`config.mk`:
```
export PLATFORM = sky130hd
export DESIGN_NAME = epiu_top
export DESIGN_NICKNAME = d
export VERILOG_FILES = /design/src/verilog/epiu_pkg.sv /design/src/verilog/epiu_top.sv
export SDC_FILE = /design/constraint.sdc
export NUM_CORES = 1
export LEC_CHECK = 0
export BUFFER_PORTS_ARGS = -buffer_cell sky130_fd_sc_hd__buf_2
export CAP_MARGIN = 20
export CORE_ASPECT_RATIO = 2
export CORE_UTILIZATION = 50
export CTS_BUF_LIST = sky130_fd_sc_hd__clkbuf_8 sky130_fd_sc_hd__clkbuf_16
export CTS_CLUSTER_SIZE = 24
export DETAILED_ROUTE_END_ITERATION = 10
export GPL_TIMING_DRIVEN = 0
export PLACE_DENSITY = 0.77
export REMOVE_ABC_BUFFERS = 1
export SKIP_LAST_GASP = 1
export SYNTH_ARGS = -nofsm -noshare
export SYNTH_HDL_FRONTEND = slang
export SYNTH_SLANG_ARGS = --single-unit
```
`constraint.sdc`:
```
create_clock -name mclk_i -period 1.9 [get_ports mclk_i]
set_clock_uncertainty 0.15 [all_clocks]
set_input_delay 0 -clock mclk_i [delete_from_list [all_inputs] [get_ports mclk_i]]
set_output_delay 0 -clock mclk_i [all_outputs]
set_load 0.005 [all_outputs]
```
`src/verilog/epiu_pkg.sv`:
```
// constants, register map and bus carrier of the external pin interrupt unit
// assumes one 125 MHz clock and an avalon-mm master with 32-bit data
// Overview of operation
// - any masked upper pin-change toggle raises the upper group request
// - any masked lower pin-change toggle raises the lower group request
// - pins are watched whatever their direction, so writes can self-interrupt
// - pin-change detection on all sixteen inputs is meant to wake from sleep
// - two-bit sense select: low level, any change, falling, rising
// - enabled level sensing keeps requesting while the pin stays low
// - edges are found on the sampled pin value, needing the clock
// - edge or change pulses longer than one clock period are caught
// - level wake-up gives no interrupt if the level vanishes early
// - per-input enable bits; service needs enable and global bit
// - matching edge or change sets the input flag; flag requests vector
// - input flag clears on vector entry or by writing one
// - input flag reads cleared while its input senses low level
// - per-group enable bits; group serviced needs enable and global bit
// - each pin joins its group request through its own mask bit
// - unused upper register bits read as zero
// - sense register: input one in bits 3:2, zero in 1:0, reset clear
// - low-level detection is meant to work with the clock stopped
// - group request sets group flag; clears on vector entry or write one
package epiu_pkg;
  localparam int unsigned EPIU_ADDR_W = 9;
  localparam int unsigned EPIU_IDX_W = 7;
  // register indices; byte address is four times the index
  localparam logic [6:0] EPIU_IDX_SENSE = 7'h69;
  localparam logic [6:0] EPIU_IDX_MASK_LO = 7'h6B;
  localparam logic [6:0] EPIU_IDX_MASK_HI = 7'h6C;
  localparam logic [6:0] EPIU_IDX_EXT_EN = 7'h6D;
  localparam logic [6:0] EPIU_IDX_EXT_FLAG = 7'h6E;
  localparam logic [6:0] EPIU_IDX_PC_CTRL = 7'h6F;
  localparam logic [6:0] EPIU_IDX_PC_FLAG = 7'h70;
  localparam int unsigned EPIU_SEL_ZERO_LSB = 0;
  localparam int unsigned EPIU_SEL_ONE_LSB = 2;
  localparam logic [3:0] EPIU_SENSE_RST = 4'h0;
  localparam logic [1:0] EPIU_EN_RST = 2'h0;
  localparam logic [7:0] EPIU_MASK_RST = 8'h00;
  // sense encodings
  localparam logic [1:0] EPIU_SENSE_LOW = 2'h0;
  localparam logic [1:0] EPIU_SENSE_ANY = 2'h1;
  localparam logic [1:0] EPIU_SENSE_FALL = 2'h2;
  localparam logic [1:0] EPIU_SENSE_RISE = 2'h3;
  // request line order
  localparam int unsigned EPIU_SRC_EXT0 = 0;
  localparam int unsigned EPIU_SRC_EXT1 = 1;
  localparam int unsigned EPIU_SRC_PC_LO = 2;
  localparam int unsigned EPIU_SRC_PC_HI = 3;
  // cycles after reset before pin history is trusted
  localparam logic [1:0] EPIU_WARM_CYCLES = 2'h3;

  typedef struct packed {
    logic read;
    logic write;
    logic [EPIU_ADDR_W-1:0] address;
    logic [31:0] writedata;
    logic [3:0] byteenable;
  } epiu_avs_req_t;
endpackage

```
`src/verilog/epiu_top.sv`:
```
// external pin interrupt unit: two sensed inputs, two pin-change groups
// assumes pins are asynchronous and cpu signals share mclk_i
`timescale 1ns/1ns
module epiu_top #(
  parameter int unsigned GROUP_W = 8
) (
  input wire logic mclk_i, // 125 MHz clock
  input wire logic reset_i, // sync reset, high
  input wire epiu_pkg::epiu_avs_req_t avs_i, // avalon request
  output logic [31:0] avs_readdata_o, // read data
  output logic avs_waitrequest_o, // slave busy
  input wire logic ext_irq_in_zero_i, // sensed input zero
  input wire logic ext_irq_in_one_i, // sensed input one
  input wire logic [2*GROUP_W-1:0] pin_change_inputs_i, // change pins
  input wire logic global_int_en_i, // cpu global enable
  input wire logic [3:0] irq_ack_i, // vector entry pulses
  output logic [3:0] irq_req_o, // request per source
  output logic wake_o // wake-up request
);

  if (GROUP_W < 1 || GROUP_W > 8) begin : g_bad_width
    $error("GROUP_W must be 1 to 8");
  end

  function automatic logic sense_hit(input logic [1:0] sel,
                                     input logic cur,
                                     input logic prev);
    case (sel)
      epiu_pkg::EPIU_SENSE_ANY: return cur ^ prev;
      epiu_pkg::EPIU_SENSE_FALL: return prev & ~cur;
      epiu_pkg::EPIU_SENSE_RISE: return ~prev & cur;
      default: return 1'b0;
    endcase
  endfunction

  function automatic logic reg_hit(
    input logic [epiu_pkg::EPIU_ADDR_W-1:0] addr,
    input logic [epiu_pkg::EPIU_IDX_W-1:0] idx);
    return addr[epiu_pkg::EPIU_ADDR_W-1:2] == idx;
  endfunction

  logic [1:0] ext_meta;
  logic [1:0] ext_sync;
  logic [1:0] ext_prev;
  logic [2*GROUP_W-1:0] pc_meta;
  logic [2*GROUP_W-1:0] pc_sync;
  logic [2*GROUP_W-1:0] pc_prev;
  logic [1:0] warm_cnt;
  logic warm;
  logic [3:0] sense;
  logic [1:0] ext_en;
  logic [1:0] ext_flag;
  logic [1:0] pc_en;
  logic [1:0] pc_flag;
  logic [1:0][GROUP_W-1:0] pc_mask;
  logic [1:0] ext_set;
  logic [1:0] ext_clr;
  logic [1:0] ext_lvl;
  logic [1:0] pc_set;
  logic [1:0] pc_clr;
  logic [3:0] next_irq;
  logic next_wake;
  logic bus_req;
  logic wr_go;
  logic [7:0] wdat;
  logic [7:0] rd_byte;

  // pins sampled whatever their direction, two stages before use
  always_ff @(posedge mclk_i) begin
    if (reset_i) begin
      ext_meta <= 2'h0;
      ext_sync <= 2'h0;
      ext_prev <= 2'h0;
      pc_meta <= '0;
      pc_sync <= '0;
      pc_prev <= '0;
    end else begin
      ext_meta <= {ext_irq_in_one_i, ext_irq_in_zero_i};
      ext_sync <= ext_meta;
      ext_prev <= ext_sync;
      pc_meta <= pin_change_inputs_i;
      pc_sync <= pc_meta;
      pc_prev <= pc_sync;
    end
  end

  // history flops start at zero; no events until they hold real pin values
  always_ff @(posedge mclk_i) begin
    if (reset_i) begin
      warm_cnt <= 2'h0;
    end else if (warm_cnt != epiu_pkg::EPIU_WARM_CYCLES) begin
      warm_cnt <= warm_cnt + 2'h1;
    end
  end
  assign warm = (warm_cnt == epiu_pkg::EPIU_WARM_CYCLES);

  // bus: each request answered after one wait cycle
  assign bus_req = avs_i.read | avs_i.write;
  assign wr_go = avs_i.write & ~avs_waitrequest_o & avs_i.byteenable[0];
  assign wdat = avs_i.writedata[7:0];

  always_ff @(posedge mclk_i) begin
    if (reset_i) begin
      avs_waitrequest_o <= 1'b1;
    end else begin
      avs_waitrequest_o <= ~(bus_req & avs_waitrequest_o);
    end
  end

  always_ff @(posedge mclk_i) begin
    if (reset_i) begin
      sense <= epiu_pkg::EPIU_SENSE_RST;
    end else if (wr_go && reg_hit(avs_i.address,
                                  epiu_pkg::EPIU_IDX_SENSE)) begin
      sense <= wdat[3:0];
    end
  end

  always_ff @(posedge mclk_i) begin
    if (reset_i) begin
      ext_en <= epiu_pkg::EPIU_EN_RST;
    end else if (wr_go && reg_hit(avs_i.address,
                                  epiu_pkg::EPIU_IDX_EXT_EN)) begin
      ext_en <= wdat[1:0];
    end
  end

  always_ff @(posedge mclk_i) begin
    if (reset_i) begin
      pc_en <= epiu_pkg::EPIU_EN_RST;
    end else if (wr_go && reg_hit(avs_i.address,
                                  epiu_pkg::EPIU_IDX_PC_CTRL)) begin
      pc_en <= wdat[1:0];
    end
  end

  always_ff @(posedge mclk_i) begin
    if (reset_i) begin
      pc_mask[0] <= epiu_pkg::EPIU_MASK_RST[GROUP_W-1:0];
      pc_mask[1] <= epiu_pkg::EPIU_MASK_RST[GROUP_W-1:0];
    end else if (wr_go) begin
      if (reg_hit(avs_i.address, epiu_pkg::EPIU_IDX_MASK_LO)) begin
        pc_mask[0] <= wdat[GROUP_W-1:0];
      end
      if (reg_hit(avs_i.address, epiu_pkg::EPIU_IDX_MASK_HI)) begin
        pc_mask[1] <= wdat[GROUP_W-1:0];
      end
    end
  end

  // sensed inputs: edge flags, or a plain level request
  for (genvar i = 0; i < 2; i++) begin : g_ext
    logic [1:0] sel;
    // field position from the package, so the map lives in one place
    assign sel = (i == 0) ? sense[epiu_pkg::EPIU_SEL_ZERO_LSB +: 2] :
                            sense[epiu_pkg::EPIU_SEL_ONE_LSB +: 2];
    assign ext_lvl[i] = (sel == epiu_pkg::EPIU_SENSE_LOW);
    // the sampled level must stand one edge, so pulses over a period hit
    assign ext_set[i] = warm & sense_hit(sel, ext_sync[i],
                                         ext_prev[i]);
    assign ext_clr[i] = irq_ack_i[i] |
      (wr_go & reg_hit(avs_i.address, epiu_pkg::EPIU_IDX_EXT_FLAG) &
       wdat[i]);

    always_ff @(posedge mclk_i) begin
      if (reset_i) begin
        ext_flag[i] <= 1'b0;
      end else if (ext_lvl[i]) begin
        ext_flag[i] <= 1'b0;
      end else if (ext_set[i]) begin
        ext_flag[i] <= 1'b1;
      end else if (ext_clr[i]) begin
        ext_flag[i] <= 1'b0;
      end
    end

    // a level request lasts only while the pin is low
    assign next_irq[i] = ext_en[i] & global_int_en_i &
      (ext_lvl[i] ? ~ext_sync[i] : ext_flag[i]);

  end

  // pin-change groups: any masked toggle sets the group flag
  for (genvar g = 0; g < 2; g++) begin : g_pc
    logic [GROUP_W-1:0] chg;
    assign chg = pc_sync[g*GROUP_W +: GROUP_W] ^
                 pc_prev[g*GROUP_W +: GROUP_W];
    assign pc_set[g] = warm & |(chg & pc_mask[g]);
    assign pc_clr[g] = irq_ack_i[epiu_pkg::EPIU_SRC_PC_LO + g] |
      (wr_go & reg_hit(avs_i.address, epiu_pkg::EPIU_IDX_PC_FLAG) &
       wdat[g]);

    // set beats clear so a toggle in the clearing cycle is kept
    always_ff @(posedge mclk_i) begin
      if (reset_i) begin
        pc_flag[g] <= 1'b0;
      end else if (pc_set[g]) begin
        pc_flag[g] <= 1'b1;
      end else if (pc_clr[g]) begin
        pc_flag[g] <= 1'b0;
      end
    end

    assign next_irq[epiu_pkg::EPIU_SRC_PC_LO + g] =
      pc_en[g] & global_int_en_i & pc_flag[g];

  end

  // wake ignores the global bit; the clock here never stops, so this
  // stands in for the clockless detector of a sleeping part
  assign next_wake = |(ext_en & ext_lvl & ~ext_sync) |
                     |(ext_en & ext_flag) | |(pc_en & pc_flag);

  always_ff @(posedge mclk_i) begin
    if (reset_i) begin
      irq_req_o <= 4'h0;
      wake_o <= 1'b0;
    end else begin
      irq_req_o <= next_irq;
      wake_o <= next_wake;
    end
  end

  // readback; unused upper bits and unmapped words are zero
  always_comb begin
    rd_byte = 8'h00;
    if (reg_hit(avs_i.address, epiu_pkg::EPIU_IDX_SENSE)) begin
      rd_byte = {4'h0, sense};
    end else if (reg_hit(avs_i.address, epiu_pkg::EPIU_IDX_EXT_EN)) begin
      rd_byte = {6'h00, ext_en};
    end else if (reg_hit(avs_i.address, epiu_pkg::EPIU_IDX_EXT_FLAG)) begin
      rd_byte = {6'h00, ext_flag & ~ext_lvl};
    end else if (reg_hit(avs_i.address, epiu_pkg::EPIU_IDX_PC_CTRL)) begin
      rd_byte = {6'h00, pc_en};
    end else if (reg_hit(avs_i.address, epiu_pkg::EPIU_IDX_PC_FLAG)) begin
      rd_byte = {6'h00, pc_flag};
    end else if (reg_hit(avs_i.address, epiu_pkg::EPIU_IDX_MASK_LO)) begin
      rd_byte = 8'(pc_mask[0]);
    end else if (reg_hit(avs_i.address, epiu_pkg::EPIU_IDX_MASK_HI)) begin
      rd_byte = 8'(pc_mask[1]);
    end
  end

  always_ff @(posedge mclk_i) begin
    if (reset_i) begin
      avs_readdata_o <= 32'h0000_0000;
    end else if (avs_i.read && avs_waitrequest_o) begin
      avs_readdata_o <= {24'h00_0000, rd_byte};
    end
  end
endmodule

```
# Word-level counts from Yosys, hierarchy flattened
# Cells that the tools add are included.
dict set report word_totals {
  register_bits 98
  out_inout_bits 38
  input_bits 72
}
dict set report op_classes {
  n_bitwise 51
  n_eq_ne 15
  n_addsub 1
  n_mux 19
  n_reduce_logical 19
}
# op n
set op_table {}
lappend op_table {{8-bit 2-to-1 mux} 7}
lappend op_table {{7-bit equality test (second input constant)} 7}
lappend op_table {{1-bit bitwise AND} 25}
lappend op_table {{8-bit bitwise AND} 2}
lappend op_table {{8-bit OR reduction} 2}
lappend op_table {{8-bit XOR} 2}
lappend op_table {{2-bit bitwise AND} 5}
lappend op_table {{2-bit equality test (second input constant)} 5}
lappend op_table {{1-bit 2-to-1 mux} 10}
lappend op_table {{2-bit OR reduction} 5}
lappend op_table {{2-bit nonzero test} 4}
lappend op_table {{1-bit OR} 7}
lappend op_table {{1-bit inverter} 6}
lappend op_table {{1-bit one-hot mux with 3 select lines} 2}
lappend op_table {{2-bit by 1-bit equality test with 1-bit output (second input constant)} 2}
lappend op_table {{1-bit logical AND} 4}
lappend op_table {{2-bit logical NOT} 2}
lappend op_table {{2-bit inverter} 2}
lappend op_table {{2-bit AND reduction} 2}
lappend op_table {{2-bit by 1-bit adder with 2-bit output (second input constant)} 1}
lappend op_table {{2-bit inequality test (second input constant)} 1}
lappend op_table {{1-bit XOR} 2}

# Logic depth before layout (Yosys ltp)
dict set report logic_depth {
  depth_word 8
  ltp_mapped 6
  depth_no_buf 6
}

# Least setup slack after synthesis
# OpenSTA, ideal clock, no wires.
dict set report synth_timing {
  path_type {register -> register}
  start {register avs_waitrequest_o}
  end {register pc_mask[15] (netlist name)}
  t_arrival_ps 1398
  synth_period_minus_slack_ps 1676
  n_path_buf 0
  path_stages_with_launch 5
  t_required_ps 1622
  path_slack_ps 224
  path_cell_list {dfxtp_1 > nand3b_4 > nor4_4 > mux2i_1 > nor2_1}
}
dict set report synth_between {
  elab_chain_len 4
}
# element line
set synth_rtl {}
lappend synth_rtl {{start, declared} epiu_top.sv:11} ;# output logic avs_waitrequest_o,
lappend synth_rtl {{start signal, assigned} epiu_top.sv:106} ;# avs_waitrequest_o <= ~(bus_req & avs_waitrequest_o);
lappend synth_rtl {{1-bit inverter} epiu_top.sv:99} ;# assign wr_go = avs_i.write & ~avs_waitrequest_o & avs_i.byteenable[0];
lappend synth_rtl {{1-bit bitwise AND (2 in a row)} epiu_top.sv:99}
lappend synth_rtl {{2-bit AND reduction (no line)} n/a}
lappend synth_rtl {{end, declared} epiu_top.sv:55} ;# logic [1:0][GROUP_W-1:0] pc_mask;
# Every way passes these cells.
# A chain may end at the register's enable or synchronous reset.

# Worst setup path in the final report
dict set report layout_timing {
  start {register avs_waitrequest_o}
  end {register pc_mask[6] (netlist name)}
}
# The elaborated chain is that of the path after synthesis.

==> flow_summary.ini <==
[place]
place_congestion = 0.866
dpl.hpwl_um = 5610
pre_cts_ws_ns = -0.0825
dp.cells = 530
io_buffer_count = 56
placed_cell_area_um2 = 4210

[floorplan]
core-area_um2 = 7660
ios = 110
start_util_pct = 51.9
die_h_um = 128
die_area_um2 = 8340
num_rows = 45
die_w_um = 65.1

[timing]
timing.final.crit_share_pct = 94.8
max_freq_mhz = 555
hold_viol_final = 0
worstMarginPinSlew_ns = 0.933
maxSlewHeadroom_pct = 37.8
min_period_ns = 1.80
finalSetupTns_ns = 0
setup_viol = 0
setup_slack_ns = 0.0995
holdWs_ns = 0.0424
rsz0062_at_grt = no
finalMaxSlewViolations = 0

[pwr]
powerDensity_nw_per_um2 = 854
seqPwrFrac_pct = 51.6
power_mw = 4.15
ir_worst_vdd_mv = 0.788
pwr-share-comb_pct = 7.8
p_sw_share_pct = 23.6
clockPowerShare_pct = 40.6
p_leak_nw = 2.13
internal_power_mw = 3.17
switching_power_uw = 980

[clock_tree]
clock-sinks = 98
clockRootBuffer = clkbuf_16
numCtsBuffers = 9
clock_path_buffers = 2
cts_tree = yes
clk-insertion-delay-late_ns = 0.34
cts.htree.levels = 3
path_clk_slew_ns = 0.07

[drt]
vias_per_cell = 5.11
antenna_left = 0
vias = 2971
drt_iter0_markers = 193
wirelength_um = 8190
drc = 0
wl_per_cell_um = 14.1
dr.pass1.iters = 4

[grt]
grtUsageTotal_pct = 21.4
grt_pass1_wl_um = 13300
first_global_vias = 2921
grt_max_degree = 97
antenna_found_initial = 0
grt_overflow = 0

[final_layout]
final_cell_mix = 98 x dfxtp_1, 55 x nor2b_1, 55 x buf_2, 40 x nor2_1, 34 x dlygate4sd3_1
final_net_count = 559
layout_commonest_cell = dfxtp_1
drive_gt1_share_pct = 17.0
final_cells = 581
diodes = 0
fill_cells = 679
final_area_um2 = 4850
final_util_pct = 63.4
area_delta_synth_final_pct = 22.1

[setup_path]
required_ns = 1.95
cp-end-kind = flop
crit_type = reg -> reg
start_kind = flop
path_max_fanout = 8
r2r.worst_path.cells = 4
worst-endpoint-arrival_ns = 1.85

[logic_synthesis]
yosysWarnings = 0
avgSynthCellArea_um2 = 9.99
synth-seq-cells = 98
synth_cells = 398
synthFlopType = dfxtp_1
synthArstFlopShare_pct = 0
syn_area_um2 = 3980
synth_edf_count = 0
netlist-cell-type-count = 44
ys_seq_area_share_pct = 49.3

[min_path]
worstHoldPathCells = 3
hp-class = in -> reg

[run]
maxCapViolCount = 0

[run_status]
outcome = finished, final reports clean
-- routing by layer --
| metal | wire length [um] | vias to the layer above | global-route usage (%) |
|---|---|---|---|
| li1 | - | 1485 | - |
| met1 | 3060 | 1356 | 20.9 |
| met2 | 4350 | 104 | 38.0 |
| met3 | 375 | 26 | 6.05 |
| met4 | 412 | 0 | 14.3 |
| met5 | 0 | - | 0 |
-- power by group through the flow --
| stage | Clock, mW | Sequential (mW) | Combinational, mW |
|---|---|---|---|
| finish | 1.68 | 2.14 | 0.322 |
| global route | 1.81 | 2.15 | 0.356 |
| CTS | 1.72 | 2.14 | 0.319 |
| detailed placement | 0 | 2.19 | 0.263 |
| global placement | 0 | 2.18 | 0.254 |
| floorplan | 0 | 2.18 | 0.132 |
-- cells in the mapped netlist (3+ instances only) --
cell type | instances | area share, %
a21oi_1 | 10 | 1.3
a22o_1 | 6 | 1.3
a22oi_1 | 13 | 2.5
a31oi_1 | 3 | 0.47
a32oi_1 | 4 | 0.88
and3_1 | 4 | 0.63
buf_4 | 25 | 4.7
clkbuf_1 | 12 | 1.1
dfxtp_1 | 98 | 49
ha_1 | 5 | 1.6
inv_1 | 10 | 0.94
mux2i_1 | 27 | 6.8
nand2_1 | 10 | 0.94
nand2b_1 | 4 | 0.63
nor2_1 | 40 | 3.8
nor2b_1 | 55 | 8.7
nor3_1 | 5 | 0.63
nor3b_1 | 3 | 0.57
nor4_1 | 4 | 0.63
o21ai_0 | 9 | 1.1
or3_1 | 4 | 0.63
xor2_1 | 17 | 3.7
-- cell families after synthesis --
| family | after synthesis | synth area share [%] |
|---|---|---|
| XOR/XNOR | 17 | 3.74 |
| other | 1 | 0.0943 |
| AND/OR/NAND/NOR | 140 | 20.4 |
| buffers and inverters | 51 | 7.39 |
| flip-flops | 98 | 49.3 |
| adder cells (fa/ha/maj) | 5 | 1.57 |
| multiplexers | 28 | 7.08 |
| AO/OA/AOI/OAI | 58 | 10.4 |
-- critical path, stage by stage (launching register included) --
cell	delay, ns
dfxtp_1	0.35
nand3b_4	0.24
or4_4	0.66
mux2i_1	0.20
nor2_1	0.05
-- final cells by class --
cell class | instances | area, um2 | share of cell area, %
multi-input combinational | 272 | 1820 | 37.4
clock inverter | 7 | 52.6 | 1.08
inverter | 10 | 37.5 | 0.773
sequential | 98 | 1960 | 40.4
clock buffer | 9 | 225 | 4.64
tap | 94 | 118 | 2.42
timing repair buffer | 91 | 643 | 13.2
-- registers in the layout (all words and copies together) (netlist names) --
signal / flops
pc_mask: 16
pc_meta: 16
pc_prev: 16
pc_sync: 16
avs_readdata_o: 8
irq_req_o: 4
sense: 4
ext_en: 2
ext_flag: 2
ext_meta: 2
ext_prev: 2
ext_sync: 2
pc_en: 2
pc_flag: 2
warm_cnt: 2
avs_waitrequest_o: 1
wake_o: 1
-- repair_timing --
action / CTS / global route
gates resized for setup: 1 / 1
setup endpoints to repair: 16 / 2
hold endpoints to repair: 51 / 0
pin swaps: 1 / 1
setup buffers: 0 / 1
hold buffers: 34 / 0
-- worst paths after layout --
| path | endpoint | from | slack, ns |
|---|---|---|---|
| min | avs_readdata_o[1]$_SDFFE_PP0P_ | avs_i[39] | 0.04 |
| max reg2reg | pc_mask[6]$_SDFFE_PP0P_ | avs_waitrequest_o$_SDFF_PP1_ | 0.1 |
| max | pc_mask[6]$_SDFFE_PP0P_ | avs_waitrequest_o$_SDFF_PP1_ | 0.1 |
| min reg2reg | pc_sync[10]$_SDFF_PP0_ | pc_meta[10]$_SDFF_PP0_ | 0.29 |
Note: power is estimated with default switching activity, not from simulation.
